File: src/include/chan_regs.svh
// Register indices, fields, reset values and counts of one channel
// Operation
// - Bit rate comes from a 16-bit counter loaded from both divisor bytes.
// - Divisor bytes replace indices 0 and 1 only while line control bit 7.
// - Enable bits mask the six sources; unmasked ones reach status and summary.
// - FIFO receive interrupt holds while level is at or above trigger.
// - Data ready sets when a character enters the FIFO, clears when empty.
// - FIFO on with enable bits 0-3 clear means polled mode.
// - Line status bit 1 flags a receive overrun.
// - Bits 2-4 give parity, framing, break of the head character.
// - Bit 5 holding empty; bit 6 also needs shift register empty.
// - Bit 7 flags an error in any character held in the FIFO.
// - Receive interrupt: one character without FIFO, trigger level with it.
// - Below trigger, not empty, idle 4 chars plus 12 bits gives timeout.
// - Receive interrupt enable resets to zero.
// - Enhanced bits change only while enhanced function bit 4 is one.
// - General outputs stay internal, looped to modem inputs in loopback.
// - Reading line status clears its interrupt; modem status likewise.
// - Timeout interrupt clears only once the receive FIFO is empty.
`ifndef CHAN_REGS_SVH
`define CHAN_REGS_SVH
`define IDX_HOLD      5'h00
`define IDX_IER       5'h01
`define IDX_ISR       5'h02
`define IDX_LCR       5'h03
`define IDX_MCR       5'h04
`define IDX_LSR       5'h05
`define IDX_MSR       5'h06
`define IDX_SPR       5'h07
`define IDX_FEATURE_CONTROL      5'h08
`define IDX_EFR       5'h09
`define IDX_TXLVL     5'h0a
`define IDX_RXLVL     5'h0b
`define IDX_XCHAR     5'h0c
`define IDX_STOP_CHAR_TWO     5'h0d
`define IDX_RESUME_CHAR_ONE      5'h0e
`define IDX_RESUME_CHAR_TWO      5'h0f
`define IDX_EVT_STAT  5'h10
`define IDX_EVT_CLR   5'h11
`define IDX_EVT_EN    5'h12
`define LCR_DIV_EN    7
`define EFR_ENH       4
`define MCR_LOOP      4
`define IER_ENH_MASK  8'he0
`define FCR_ENH_MASK  8'h30
`define MCR_ENH_MASK  8'he4
`define DLY_MASK      8'hf0
`define DIV_RESET     16'h0001
`define REG_RESET     8'h00
`define TRG_RESET     8'h01
`define TO_CHARS      4
`define TO_BITS       12
`define OVERSAMPLE    16
`define ISR_NONE      6'h01
`define ISR_LINE      6'h06
`define ISR_RECEIVE_READY_INTERRUPT     6'h04
`define ISR_TIMEOUT   6'h0c
`define ISR_TXRDY     6'h02
`define ISR_MODEM     6'h00
`define ISR_XCHAR     6'h10
`endif

File: src/include/chan_pkg.sv
// Types shared by the channel register set
package chan_pkg;
    typedef struct packed {
        logic       brk;
        logic       framing;
        logic       parity;
        logic [7:0] data;
    } rx_char_t;
    typedef struct packed {
        logic       cd;
        logic       ri;
        logic       dsr;
        logic       cts;
    } modem_t;
    typedef enum logic [1:0] {
        BUS_IDLE  = 2'b01,
        BUS_WDATA = 2'b10
    } bus_state_t;
endpackage : chan_pkg

File: src/hdl/char_fifo.sv
// Character FIFO with adjustable capacity limit
`timescale 1ns/10ps
module char_fifo #(
    parameter int WIDTH = 11,
    parameter int DEPTH = 32,
    parameter int CW    = $clog2(DEPTH + 1)
) (
    input  wire logic             hclk,
    input  wire logic             hresetn,
    input  wire logic             flush,
    input  wire logic [CW-1:0]    limit,
    input  wire logic             push,
    input  wire logic [WIDTH-1:0] push_data,
    input  wire logic             pop,
    output logic      [WIDTH-1:0] head,
    output logic      [CW-1:0]    count,
    output logic                  full
);
    localparam int PW = $clog2(DEPTH);
    logic [WIDTH-1:0] mem [DEPTH];
    logic [PW-1:0]    wr_ptr;
    logic [PW-1:0]    rd_ptr;
    logic             do_push;
    logic             do_pop;

    // Pointers wrap naturally only for a power of two
    if (DEPTH < 2 || (1 << PW) != DEPTH)
        $error("char_fifo: DEPTH must be a power of two, 2 or more");

    assign full    = (count >= limit);
    assign do_push = push && !full;
    assign do_pop  = pop && (count != '0);
    assign head    = mem[rd_ptr];

    always_ff @(posedge hclk)
    begin
        if (do_push)
            mem[wr_ptr] <= push_data;
    end

    always_ff @(posedge hclk or negedge hresetn)
    begin
        if (!hresetn)
        begin
            wr_ptr <= '0;
            rd_ptr <= '0;
            count  <= '0;
        end
        else if (flush)
        begin
            wr_ptr <= '0;
            rd_ptr <= '0;
            count  <= '0;
        end
        else
        begin
            if (do_push)
                wr_ptr <= wr_ptr + PW'(1);
            if (do_pop)
                rd_ptr <= rd_ptr + PW'(1);
            count <= count + CW'(do_push) - CW'(do_pop);
        end
    end
endmodule : char_fifo

File: src/hdl/uart_channel.sv
// Channel register set behind an AHB-Lite slave
`timescale 1ns/10ps
`include "chan_regs.svh"
module uart_channel #(
    parameter int DEPTH = 32
) (
    input  wire logic             hclk,
    input  wire logic             hresetn,
    input  wire logic             hsel,
    input  wire logic [31:0]      haddr,
    input  wire logic [1:0]       htrans,
    input  wire logic             hwrite,
    input  wire logic [2:0]       hsize,
    input  wire logic             hready,
    input  wire logic [31:0]      hwdata,
    output logic      [31:0]      hrdata,
    output logic                  hreadyout,
    output logic                  hresp,
    input  wire logic             rx_char_valid,
    input  wire chan_pkg::rx_char_t rx_char,
    input  wire logic             rx_line_busy,
    output logic      [7:0]       tx_data,
    output logic                  tx_valid,
    input  wire logic             tx_ready,
    input  wire logic             tx_shift_empty,
    input  wire chan_pkg::modem_t modem_in,
    output logic                  rts_n,
    output logic                  dtr_n,
    output logic                  bit_rate_tick,
    output logic                  polled_mode,
    output logic                  device_channel_interrupt_summary,
    output logic                  irq
);
    localparam int CW = $clog2(DEPTH + 1);
    if (DEPTH > 255)
        $error("uart_channel: level registers hold at most 255");

    chan_pkg::bus_state_t bus_state;
    logic [4:0]  wr_idx;
    logic [15:0] div;
    logic [15:0] div_cnt;
    logic [7:0]  interrupt_enable, line_control_register, modem_control, scratch_pad, feature_control, enhanced_function, dly, tx_fifo_trigger, rx_fifo_trigger;
    logic [7:0]  stop_char_one, stop_char_two, resume_char_one, resume_char_two;
    logic        fifo_en;
    logic [1:0]  fcr_mode;
    logic        overrun, line_int, tx_int, xoff_int, timeout_flag;
    logic        xon_det, xoff_det, tx_empty_q, avail_q;
    logic [3:0]  delta;
    logic [3:0]  modem_q;
    logic [CW-1:0] err_cnt;
    logic [9:0]  idle_cnt;
    logic [5:0]  evt_stat, evt_en, evt_set;
    logic        wr_pend, req, read_take;
    logic [4:0]  rd_idx;
    logic [7:0]  wd, rd_val, line_status;
    logic [5:0]  isr_code;
    logic        rx_flush, tx_flush, enh, divmap;
    logic        rx_pop, tx_push, rx_full, tx_full, rx_acc, rx_avail;
    logic [CW-1:0] rx_count, tx_count, limit, trig;
    chan_pkg::rx_char_t rx_head;
    logic [7:0]  tx_head;
    logic [3:0]  modem_eff;
    logic        src_line, src_rx, src_to, src_tx, src_modem, src_x;

    // Old bits stay where mask is set and enhanced access is closed
    function automatic logic [7:0] guarded(input logic [7:0] old_v,
        input logic [7:0] new_v, input logic [7:0] mask, input logic en);
        guarded = en ? new_v : ((old_v & mask) | (new_v & ~mask));
    endfunction : guarded

    function automatic logic [9:0] timeout_ticks(input logic [7:0] lc);
        logic [9:0] bits;
        bits = 10'd7 + 10'(lc[1:0]) + 10'(lc[3]) + 10'(lc[2]);
        timeout_ticks = 10'((`TO_CHARS * bits + `TO_BITS) * `OVERSAMPLE);
    endfunction : timeout_ticks

    assign enh    = enhanced_function[`EFR_ENH];
    assign divmap = line_control_register[`LCR_DIV_EN];
    assign wd     = hwdata[7:0];
    assign hresp  = 1'b0;
    assign req    = hsel && htrans[1] && hready;
    assign rd_idx = haddr[6:2];
    assign wr_pend = (bus_state == chan_pkg::BUS_WDATA);
    // A read behind a write waits one cycle so it sees the written value
    assign hreadyout = !(wr_pend && hsel && htrans[1] && !hwrite);
    assign read_take = req && !hwrite && hreadyout;

    always_ff @(posedge hclk or negedge hresetn)
    begin
        if (!hresetn)
        begin
            bus_state <= chan_pkg::BUS_IDLE;
            wr_idx    <= 5'h00;
        end
        else
        begin
            case (bus_state)
                chan_pkg::BUS_IDLE,
                chan_pkg::BUS_WDATA:
                begin
                    if (req && hwrite && hreadyout)
                    begin
                        bus_state <= chan_pkg::BUS_WDATA;
                        wr_idx    <= haddr[6:2];
                    end
                    else
                        bus_state <= chan_pkg::BUS_IDLE;
                end
                default: bus_state <= chan_pkg::BUS_IDLE;
            endcase
        end
    end

    function automatic logic wr_to(input logic [4:0] i);
        wr_to = wr_pend && (wr_idx == i);
    endfunction : wr_to

    function automatic logic rd_of(input logic [4:0] i);
        rd_of = read_take && (rd_idx == i);
    endfunction : rd_of

    // Plain control registers
    always_ff @(posedge hclk or negedge hresetn)
    begin
        if (!hresetn)
        begin
            div  <= `DIV_RESET;
            interrupt_enable  <= `REG_RESET;
            line_control_register  <= `REG_RESET;
            modem_control  <= `REG_RESET;
            scratch_pad  <= `REG_RESET;
            feature_control <= `REG_RESET;
            enhanced_function  <= `REG_RESET;
            dly  <= `REG_RESET;
            tx_fifo_trigger <= `TRG_RESET;
            rx_fifo_trigger <= `TRG_RESET;
            stop_char_one <= `REG_RESET;
            stop_char_two <= `REG_RESET;
            resume_char_one  <= `REG_RESET;
            resume_char_two  <= `REG_RESET;
            fifo_en  <= 1'b0;
            fcr_mode <= 2'b00;
            evt_en   <= 6'h00;
        end
        else if (wr_pend)
        begin
            case (wr_idx)
                `IDX_HOLD: if (divmap) div[7:0] <= wd;
                `IDX_IER:
                    if (divmap)
                        div[15:8] <= wd;
                    else
                        interrupt_enable <= guarded(interrupt_enable, wd, `IER_ENH_MASK, enh)
                            & 8'hef;
                `IDX_ISR:
                begin
                    fifo_en <= wd[0];
                    if (wd[0])
                        fcr_mode <= 2'(guarded({2'b00, fcr_mode, 4'h0},
                            wd, `FCR_ENH_MASK, enh) >> 4);
                end
                `IDX_LCR:   line_control_register <= wd;
                `IDX_MCR:   modem_control <= guarded(modem_control, wd, `MCR_ENH_MASK, enh);
                `IDX_MSR:   dly <= guarded(dly, wd, `DLY_MASK, enh)
                                & `DLY_MASK;
                `IDX_SPR:   scratch_pad <= wd;
                `IDX_FEATURE_CONTROL:  feature_control <= wd;
                `IDX_EFR:   enhanced_function <= wd;
                `IDX_TXLVL: tx_fifo_trigger <= wd;
                `IDX_RXLVL: rx_fifo_trigger <= wd;
                `IDX_XCHAR: stop_char_one <= wd;
                `IDX_STOP_CHAR_TWO: stop_char_two <= wd;
                `IDX_RESUME_CHAR_ONE:  resume_char_one <= wd;
                `IDX_RESUME_CHAR_TWO:  resume_char_two <= wd;
                `IDX_EVT_EN: evt_en <= wd[5:0];
                default: ;
            endcase
        end
    end

    // Bit rate counter, reloaded from the divisor; zero stops it
    always_ff @(posedge hclk or negedge hresetn)
    begin
        if (!hresetn)
        begin
            div_cnt       <= 16'h0000;
            bit_rate_tick <= 1'b0;
        end
        else
        begin
            bit_rate_tick <= (div != 16'h0000) && (div_cnt <= 16'h0001);
            if (div_cnt <= 16'h0001)
                div_cnt <= div;
            else
                div_cnt <= div_cnt - 16'h0001;
        end
    end

    // FIFOs; without FIFO mode the receiver holds a single character
    assign rx_flush = wr_to(`IDX_ISR) && wd[0] && wd[1];
    assign tx_flush = wr_to(`IDX_ISR) && wd[0] && wd[2];
    assign limit = fifo_en ? CW'(DEPTH) : CW'(1);
    assign trig  = (!fifo_en || rx_fifo_trigger == 8'h00) ? CW'(1) : CW'(rx_fifo_trigger);
    assign rx_pop  = rd_of(`IDX_HOLD) && !divmap;
    assign tx_push = wr_to(`IDX_HOLD) && !divmap;
    assign rx_acc  = rx_char_valid && !rx_full;
    assign rx_avail = (rx_count >= trig);

    char_fifo #(.WIDTH(11), .DEPTH(DEPTH), .CW(CW)) u_rx (
        .hclk(hclk), .hresetn(hresetn), .flush(rx_flush), .limit(limit),
        .push(rx_char_valid), .push_data(rx_char), .pop(rx_pop),
        .head(rx_head), .count(rx_count), .full(rx_full));

    char_fifo #(.WIDTH(8), .DEPTH(DEPTH), .CW(CW)) u_tx (
        .hclk(hclk), .hresetn(hresetn), .flush(tx_flush), .limit(limit),
        .push(tx_push), .push_data(wd), .pop(tx_ready && tx_valid),
        .head(tx_head), .count(tx_count), .full(tx_full));

    assign tx_data  = tx_head;
    assign tx_valid = (tx_count != '0);

    // Errors held anywhere in the FIFO are counted, not scanned
    always_ff @(posedge hclk or negedge hresetn)
    begin
        if (!hresetn)
            err_cnt <= '0;
        else if (rx_flush)
            err_cnt <= '0;
        else
            err_cnt <= err_cnt
                + CW'(rx_acc && (|rx_char[10:8]))
                - CW'(rx_pop && rx_count != '0 && (|rx_head[10:8]));
    end

    always_ff @(posedge hclk or negedge hresetn)
    begin
        if (!hresetn)
            overrun <= 1'b0;
        else if (rx_char_valid && rx_full)
            overrun <= 1'b1;
        else if (rd_of(`IDX_LSR))
            overrun <= 1'b0;
    end

    always_ff @(posedge hclk or negedge hresetn)
    begin
        if (!hresetn)
            line_int <= 1'b0;
        else if ((rx_char_valid && rx_full) || (rx_acc && |rx_char[10:8]))
            line_int <= 1'b1;
        else if (rd_of(`IDX_LSR))
            line_int <= 1'b0;
    end

    always_ff @(posedge hclk or negedge hresetn)
    begin
        if (!hresetn)
        begin
            tx_empty_q <= 1'b1;
            tx_int     <= 1'b0;
        end
        else
        begin
            tx_empty_q <= (tx_count == '0);
            if (tx_count == '0 && !tx_empty_q)
                tx_int <= 1'b1;
            else if (rd_of(`IDX_ISR) || tx_push)
                tx_int <= 1'b0;
        end
    end

    // Idle time in oversampled ticks; any activity restarts it
    always_ff @(posedge hclk or negedge hresetn)
    begin
        if (!hresetn)
        begin
            idle_cnt     <= 10'h000;
            timeout_flag <= 1'b0;
        end
        else
        begin
            if (!fifo_en || rx_count == '0 || rx_avail || rx_line_busy
                || rx_char_valid || rx_pop)
                idle_cnt <= 10'h000;
            else if (bit_rate_tick && idle_cnt != timeout_ticks(line_control_register))
                idle_cnt <= idle_cnt + 10'h001;
            if (idle_cnt == timeout_ticks(line_control_register) && rx_count != '0)
                timeout_flag <= 1'b1;
            else if (rx_count == '0)
                timeout_flag <= 1'b0;
        end
    end

    // Modem inputs; general outputs only feed loopback
    assign modem_eff = modem_control[`MCR_LOOP] ? {modem_control[3], modem_control[2], modem_control[0], modem_control[1]}
                                      : modem_in;
    assign rts_n = modem_control[`MCR_LOOP] ? 1'b1 : ~modem_control[1];
    assign dtr_n = modem_control[`MCR_LOOP] ? 1'b1 : ~modem_control[0];

    always_ff @(posedge hclk or negedge hresetn)
    begin
        if (!hresetn)
        begin
            modem_q <= 4'h0;
            delta   <= 4'h0;
        end
        else
        begin
            modem_q <= modem_eff;
            if (rd_of(`IDX_MSR))
                delta <= modem_eff ^ modem_q;
            else
                delta <= delta | (modem_eff ^ modem_q);
        end
    end

    always_ff @(posedge hclk or negedge hresetn)
    begin
        if (!hresetn)
        begin
            xon_det  <= 1'b0;
            xoff_det <= 1'b0;
            xoff_int <= 1'b0;
        end
        else
        begin
            if (rx_acc && enhanced_function[3:0] != 4'h0
                && (rx_char.data == resume_char_one || rx_char.data == resume_char_two))
                xon_det <= 1'b1;
            else if (rd_of(`IDX_XCHAR))
                xon_det <= 1'b0;
            if (rx_acc && enhanced_function[3:0] != 4'h0
                && (rx_char.data == stop_char_one || rx_char.data == stop_char_two))
            begin
                xoff_det <= 1'b1;
                xoff_int <= 1'b1;
            end
            else
            begin
                if (rd_of(`IDX_XCHAR))
                    xoff_det <= 1'b0;
                if (rd_of(`IDX_ISR))
                    xoff_int <= 1'b0;
            end
        end
    end

    // Masked sources in priority order
    assign src_line  = interrupt_enable[2] && line_int;
    assign src_rx    = interrupt_enable[0] && rx_avail && rx_count != '0;
    assign src_to    = interrupt_enable[0] && timeout_flag;
    assign src_tx    = interrupt_enable[1] && tx_int;
    assign src_modem = interrupt_enable[3] && (delta != 4'h0);
    assign src_x     = enh && interrupt_enable[5] && xoff_int;

    always_comb
    begin
        if (src_line)       isr_code = `ISR_LINE;
        else if (src_rx)    isr_code = `ISR_RECEIVE_READY_INTERRUPT;
        else if (src_to)    isr_code = `ISR_TIMEOUT;
        else if (src_tx)    isr_code = `ISR_TXRDY;
        else if (src_modem) isr_code = `ISR_MODEM;
        else if (src_x)     isr_code = `ISR_XCHAR;
        else                isr_code = `ISR_NONE;
    end

    assign device_channel_interrupt_summary = (isr_code != `ISR_NONE);
    assign polled_mode = fifo_en && (interrupt_enable[3:0] == 4'h0);

    assign line_status = {err_cnt != '0,
                  tx_count == '0 && tx_shift_empty,
                  tx_count == '0,
                  rx_count != '0 ? rx_head[10:8] : 3'b000,
                  overrun,
                  rx_count != '0};

    // Sticky event record behind its own enable mask
    assign evt_set = {xon_det | xoff_det, delta != 4'h0, tx_int,
                      line_int, timeout_flag, rx_avail && !avail_q};

    always_ff @(posedge hclk or negedge hresetn)
    begin
        if (!hresetn)
        begin
            evt_stat <= 6'h00;
            avail_q  <= 1'b0;
        end
        else
        begin
            avail_q  <= rx_avail && rx_count != '0;
            evt_stat <= evt_set | (evt_stat
                & ~(wr_to(`IDX_EVT_CLR) ? wd[5:0] : 6'h00));
        end
    end

    assign irq = |(evt_stat & evt_en);

    always_comb
    begin
        case (rd_idx)
            `IDX_HOLD:  rd_val = divmap ? div[7:0] : rx_head[7:0];
            `IDX_IER:   rd_val = divmap ? div[15:8] : interrupt_enable;
            `IDX_ISR:   rd_val = {{2{fifo_en}}, enh ? isr_code[5:4] : 2'b00,
                                  isr_code[3:0]};
            `IDX_LCR:   rd_val = line_control_register;
            `IDX_MCR:   rd_val = modem_control;
            `IDX_LSR:   rd_val = line_status;
            `IDX_MSR:   rd_val = {modem_eff, delta};
            `IDX_SPR:   rd_val = scratch_pad;
            `IDX_FEATURE_CONTROL:  rd_val = feature_control;
            `IDX_EFR:   rd_val = enhanced_function;
            `IDX_TXLVL: rd_val = 8'(tx_count);
            `IDX_RXLVL: rd_val = 8'(rx_count);
            `IDX_XCHAR: rd_val = {6'h00, xon_det, xoff_det};
            `IDX_EVT_STAT: rd_val = {2'b00, evt_stat};
            `IDX_EVT_EN:   rd_val = {2'b00, evt_en};
            default:    rd_val = 8'h00;
        endcase
    end

    always_ff @(posedge hclk or negedge hresetn)
    begin
        if (!hresetn)
            hrdata <= 32'h00000000;
        else if (read_take)
            hrdata <= {24'h000000, rd_val};
    end
endmodule : uart_channel

File: config.mk
export PLATFORM = sky130hd
export DESIGN_NAME = uart_channel
export DESIGN_NICKNAME = d
export VERILOG_FILES = /design/src/include/chan_pkg.sv /design/src/hdl/char_fifo.sv /design/src/hdl/uart_channel.sv
export VERILOG_INCLUDE_DIRS = /design/src /design/src/include
export SDC_FILE = /design/constraint.sdc
export NUM_CORES = 1
export LEC_CHECK = 0
export ABC_AREA = 1
export BUFFER_PORTS_ARGS = -buffer_cell sky130_fd_sc_hd__buf_2
export CAP_MARGIN = 20
export CORE_ASPECT_RATIO = 0.5
export CORE_MARGIN = 3
export CORE_UTILIZATION = 35
export CTS_CLUSTER_SIZE = 24
export DETAILED_ROUTE_END_ITERATION = 7
export HOLD_SLACK_MARGIN = 0.05
export PLACE_DENSITY = 0.58
export SLEW_MARGIN = 20
export SYNTH_ARGS = -nofsm -noshare
export SYNTH_HDL_FRONTEND = slang
export SYNTH_SLANG_ARGS = --single-unit
export TNS_END_PERCENT = 30
File: constraint.sdc
create_clock -name hclk -period 6.75 [get_ports hclk]
set_input_delay 2.025 -clock hclk [delete_from_list [all_inputs] [get_ports hclk]]
set_output_delay 2.025 -clock hclk [all_outputs]
set_load 0.01 [all_outputs]
### Word-level counts from Yosys, hierarchy flattened

Memory sizes are Yosys's and may differ from the RTL's.
Index checks and enable logic that the tools add are counted.

* add/subtract/negate cells: 16
* magnitude comparators: 4
* equal/unequal tests: 37
* multiplexer cells: 52
* bitwise gates (word level): 12
* reduce and logical (&&, ||, !) cells: 111

Operators by type and width (number)
* $pmux W8 S15: 1
* $mux W5: 14
* $eq A5 B4 Y1 const B: 12
* $logic_and A1 B1 Y1: 49
* $mux W6: 6
* $eq A8 B8 Y1: 4
* $mux W8: 4
* $eq A5 B3 Y1 const B: 6
* $reduce_and A2 Y1: 13
* $reduce_bool A2 Y1: 12
* $add A5 B1 Y5 const B: 4
* $eq A5 B2 Y1 const B: 4
* $eq A5 B5 Y1 const B: 4
* $mux W10: 2
* $add A6 B1 Y6: 3
* $ge A6 B6 Y1: 3
* $mux W1: 18
* $reduce_bool A6 Y1: 3
* $sub A6 B1 Y6: 3
* $le A16 B1 Y1 const B: 1
* $mux W16: 1
* $or A8 B5 Y8: 2
* $reduce_bool A16 Y1: 1
* $sub A16 B1 Y16 const B: 1
* 31 further kinds: 61

* register bits after elaboration: 213
* RAM bits: 608
* output and inout port bits: 49
* memories: 2

Memories
* u_rx.mem: words 32, bits a word 11, read ports 1, clocked after memory_dff 0, write ports 1, line char_fifo.sv:20 `logic [WIDTH-1:0] mem [DEPTH];`
* u_tx.mem: words 32, bits a word 8, read ports 1, clocked after memory_dff 0, write ports 1, line char_fifo.sv:20

### Longest topological paths before layout

* depth after elaboration: 12
* gate-level depth with buffers: 23

### By module

From an unflattened synthesis, not the netlist that was laid out.

* cells, all modules: 4040
* area total of the unflattened synthesis: 38316.7 µm²

By module, submodules not included
* char_fifo at u_rx: instances 1, cells each 1555, area an instance 16159.2 µm², sequential area each 10970.5 µm²
* char_fifo at u_tx: instances 1, cells each 1184, area an instance 12081.6 µm², sequential area each 8087.8 µm²
* uart_channel: instances 1, cells each 1301, area an instance 10075.9 µm², sequential area each 4534.3 µm²

### Least setup slack after synthesis

OpenSTA, ideal clock, no wires.

* path type: input-to-output
* start point: input hwrite
* end point: output hreadyout
* arrival: 2.235 ns
* setup slack: 2.490 ns
* stages on the path: 2
* path buffers: 0
* cells stage by stage: inv_1 -> nand4_1

* cells in the longest elaborated chain, start to end: 3

RTL lines
* start, declared: line uart_channel.sv:12 `input wire logic hwrite,`
* $logic_not A1 Y1: line uart_channel.sv:85 `assign hreadyout = !(wr_pend && hsel && htrans[1] && !hwrite);`
* $logic_and A1 B1 Y1: line uart_channel.sv:85
* $logic_not A1 Y1: line uart_channel.sv:85
* end, declared: line uart_channel.sv:17 `output logic hreadyout,`

No other way between the ends.

### Final worst setup path

* start point: register u_tx.rd_ptr[0]
* end point: output tx_data[6]

* cells in the longest elaborated chain, start to end: 1

RTL lines
* start, declared: line char_fifo.sv:22 `logic [PW-1:0] rd_ptr;`
* start signal, assigned: line char_fifo.sv:60 `rd_ptr <= rd_ptr + PW'(1);`
* $mem_v2 Z32 W8
* end, declared: line uart_channel.sv:22 `output logic [7:0] tx_data,`

No other way between the ends.

==> run summary <==
die area = 107000 um^2
Crit path top cell by count = nand3_1
cell count of the worst hold path = 1
status = finished, final reports clean
die span in y = 233 um
WP data required = 4.72 ns
#FFs+latches synth = 821
Rows = 82
synthesis-to-finish area growth = 11.0%
final worst setup slack = 0.857 ns
Final setup violation count = 0
initial drt markers = 2536
worst-path fanout max = 66
Tightest Hold Check Type = reg -> reg
Leakage = 15.4 nW
Max Buffers Root-to-Sink = 3
vias per cell = 5.13
antenna violations before repair = 5
CTS Hold Buffers Added = 0
min-delay src = avail_q$_DFF_PN0_
CP cell instances = clkinv_2 -> buf_4 -> o21ai_0 -> o221ai_1 -> nand3_1 -> nand3_1 -> o21ai_1 -> inv_1 -> buf_2
die width = 460 um
Main synth FF type = edfxtp_1
CTS root buf = clkbuf_16
port bufs = 61
synth unique cells = 53
clk_lat worst skew = 0.65 ns
Synth area leaders = edfxtp_1, dfrtp_1, nand2_1
Overall Power = 12.1 mW
largest net degree at the start of global routing = 146
reg2reg path depth = 20
TritonCTS Buffers = 73
min cycle time layout = 5.89 ns
pre-CTS worst setup slack = 1.46 ns
share of the synthesized area in the top cell type = 0.506
Post-synth top cells = nand2_1, edfxtp_1, nor2_1, o21ai_0, inv_1
CP endpoint kind = primary output
RD Place Congestion = 0.899
CTS tree = built
Synth Instances = 3409
GR Util All Layers = 0.176
total global routing overflow = 0
Pre-Repair DR Iteration Count = 6
critical path class = reg -> out
num ports = 142
RR Startpoint = u_rx.rd_ptr[1]$_DFFE_PN0P_
# DRC = 0
power per cell area = 302 nW/um^2
RSZ-0062 raised after global routing = false
vias in the first global route = 23.9k
TritonCTS Sinks = 821
Worst Setup Start Kind = flop
Non-Filler Instances = 4843
Critical Path AT = 3.87 ns
total of max-cap violations = 0
CTS resizes = 0
register area share after synthesis = 0.654
Post-CTS Setup Inserts = 0
R2R Setup Slk = 2.38 ns
post-synth top area cell = edfxtp_1
global-route wire length before repair = 145 mm
Max Clk Rate = 170 MHz
share of cells above drive strength 1 = 0.0872
Post-synth EDFFs = 608
core area = 101000 um^2
Syn. warnings = 0
Final Util = 0.396
Post-DRT Antenna Nets = 0
DP HPWL = 58.2 mm
Hold Path End = evt_stat[0]$_DFF_PN0_
dpl cells = 4709
Initial Util = 0.357
r2r endpoint = err_cnt[4]$_DFF_PN0_
Setup TNS = 0 ns
Crit-path slowest cell = clkinv_2
pin slew with the least headroom to its limit = 1.04 ns
CP max stage delay = 0.81 ns
WL per Instance = 19.6 um
relative slew slack = 0.305
skew final = 0.0227 ns
Cell Area, Synth = 36100 um^2
Via Count = 24.8k
Fin. Hold Viols = 0
Async S/R FF share, synth = 0.259
layout net count = 3593
Syn Area/Cell = 10.6 um^2
top-count cell post-synth = nand2_1
Max Slew Vio Count = 0
clock slew at reported path FFs = 0.07 ns
# fillers = 9786
DRT Wirelength = 95.1 mm
H-tree depth = 3
worst IR drop on VDD = 0.232 mV
period utilization = 0.873
==> routing by layer <==
layer	track usage	vias to the layer above	part of all wire
met3	0.0268	147	0.054
met4	0.0494	0	0.024
met5	0	-	0
met1	0.241	12300	0.45
met2	0.290	658	0.48
li1	-	11800	-
==> power by group <==
part	total, mW	internal [mW]	leakage [nW]	switching (mW)
combinational	2.09	0.650	6.66	1.44
sequential	5.79	5.62	7.59	0.164
clock	4.24	2.32	1.15	1.91
total	12.1	8.59	15.4	3.52
==> flip-flops by register name, indices dropped and copies added, names as in the netlist, 7 cells and up <==
name                   flops
u_rx.mem                 352
u_tx.mem                 256
div                       16
div_cnt                   16
idle_cnt                  10
enhanced_function          8
feature_control            8
hrdata                     8
line_control_register      8
modem_control              8
resume_char_one            8
resume_char_two            8
rx_fifo_trigger            8
scratch_pad                8
stop_char_one              8
stop_char_two              8
interrupt_enable           7
==> cell type report <==
class	count	area (um^2)	area share
Clock inverter	34	309	0.00771
Inverter	229	867	0.0216
Sequential cell	821	23600	0.589
Tap cell	1344	1680	0.0420
Clock buffer	95	2030	0.0506
Multi-Input combinational cell	2207	10800	0.271
Timing Repair Buffer	111	723	0.0180
Antenna cell	2	5.00	0.000125
==> worst max-delay path, delay by kind of cell, from the launching register on <==
family          cells  cell delay, ns
simple gates        2            0.30
flops               1            0.72
compound gates      3            0.62
buf+inv             4            1.55
==> worst max path at each step <==
stage | cells after the start | from | end
after floorplan | 2 | hwrite | hreadyout
after global placement | 9 | u_tx.rd_ptr[0]$_DFFE_PN0P_ | tx_data[6]
after detailed placement | 8 | u_tx.rd_ptr[0]$_DFFE_PN0P_ | tx_data[5]
after CTS | 8 | u_tx.rd_ptr[0]$_DFFE_PN0P_ | tx_data[5]
after global routing | 8 | u_tx.rd_ptr[0]$_DFFE_PN0P_ | tx_data[1]
final | 9 | u_tx.rd_ptr[0]$_DFFE_PN0P_ | tx_data[6]
==> cells in the final DEF, fill, tap and decap left out, drive strengths merged, types with 5 or more instances in the layout <==
cell type	instances
a21o	5
a21oi	58
a31oi	7
buf	111
bufinv	5
clkbuf	95
clkinv	26
conb	25
dfrtp	209
edfxtp	608
ha	53
inv	230
nand2	640
nand3	184
nand3b	5
nand4	34
nor2	501
nor3	39
nor4	11
o211ai	40
o21ai	452
o21bai	7
o221ai	24
o22ai	45
or2	18
xnor2	17
xor2	25
==> through the flow <==
stage	instance area (um^2)	hold slack [ns]
6_report	40100	0.432
3_3_place_gp	37600	0.414
5_1_grt	40100	0.457
3_5_place_dp	37700	0.453
2_1_floorplan	36200	0.410
4_1_cts	40000	0.435
==> kinds of logic after synthesis <==
logic type      count (synthesis)  synth area share
simple gates                 1433             0.166
flops                         821             0.654
compound gates                650            0.0994
buf+inv                       405            0.0496
fa+ha+maj                      57            0.0206
xor+xnor                       42            0.0102
other cells                     1          0.000104
(Power assumes the default switching activity.)
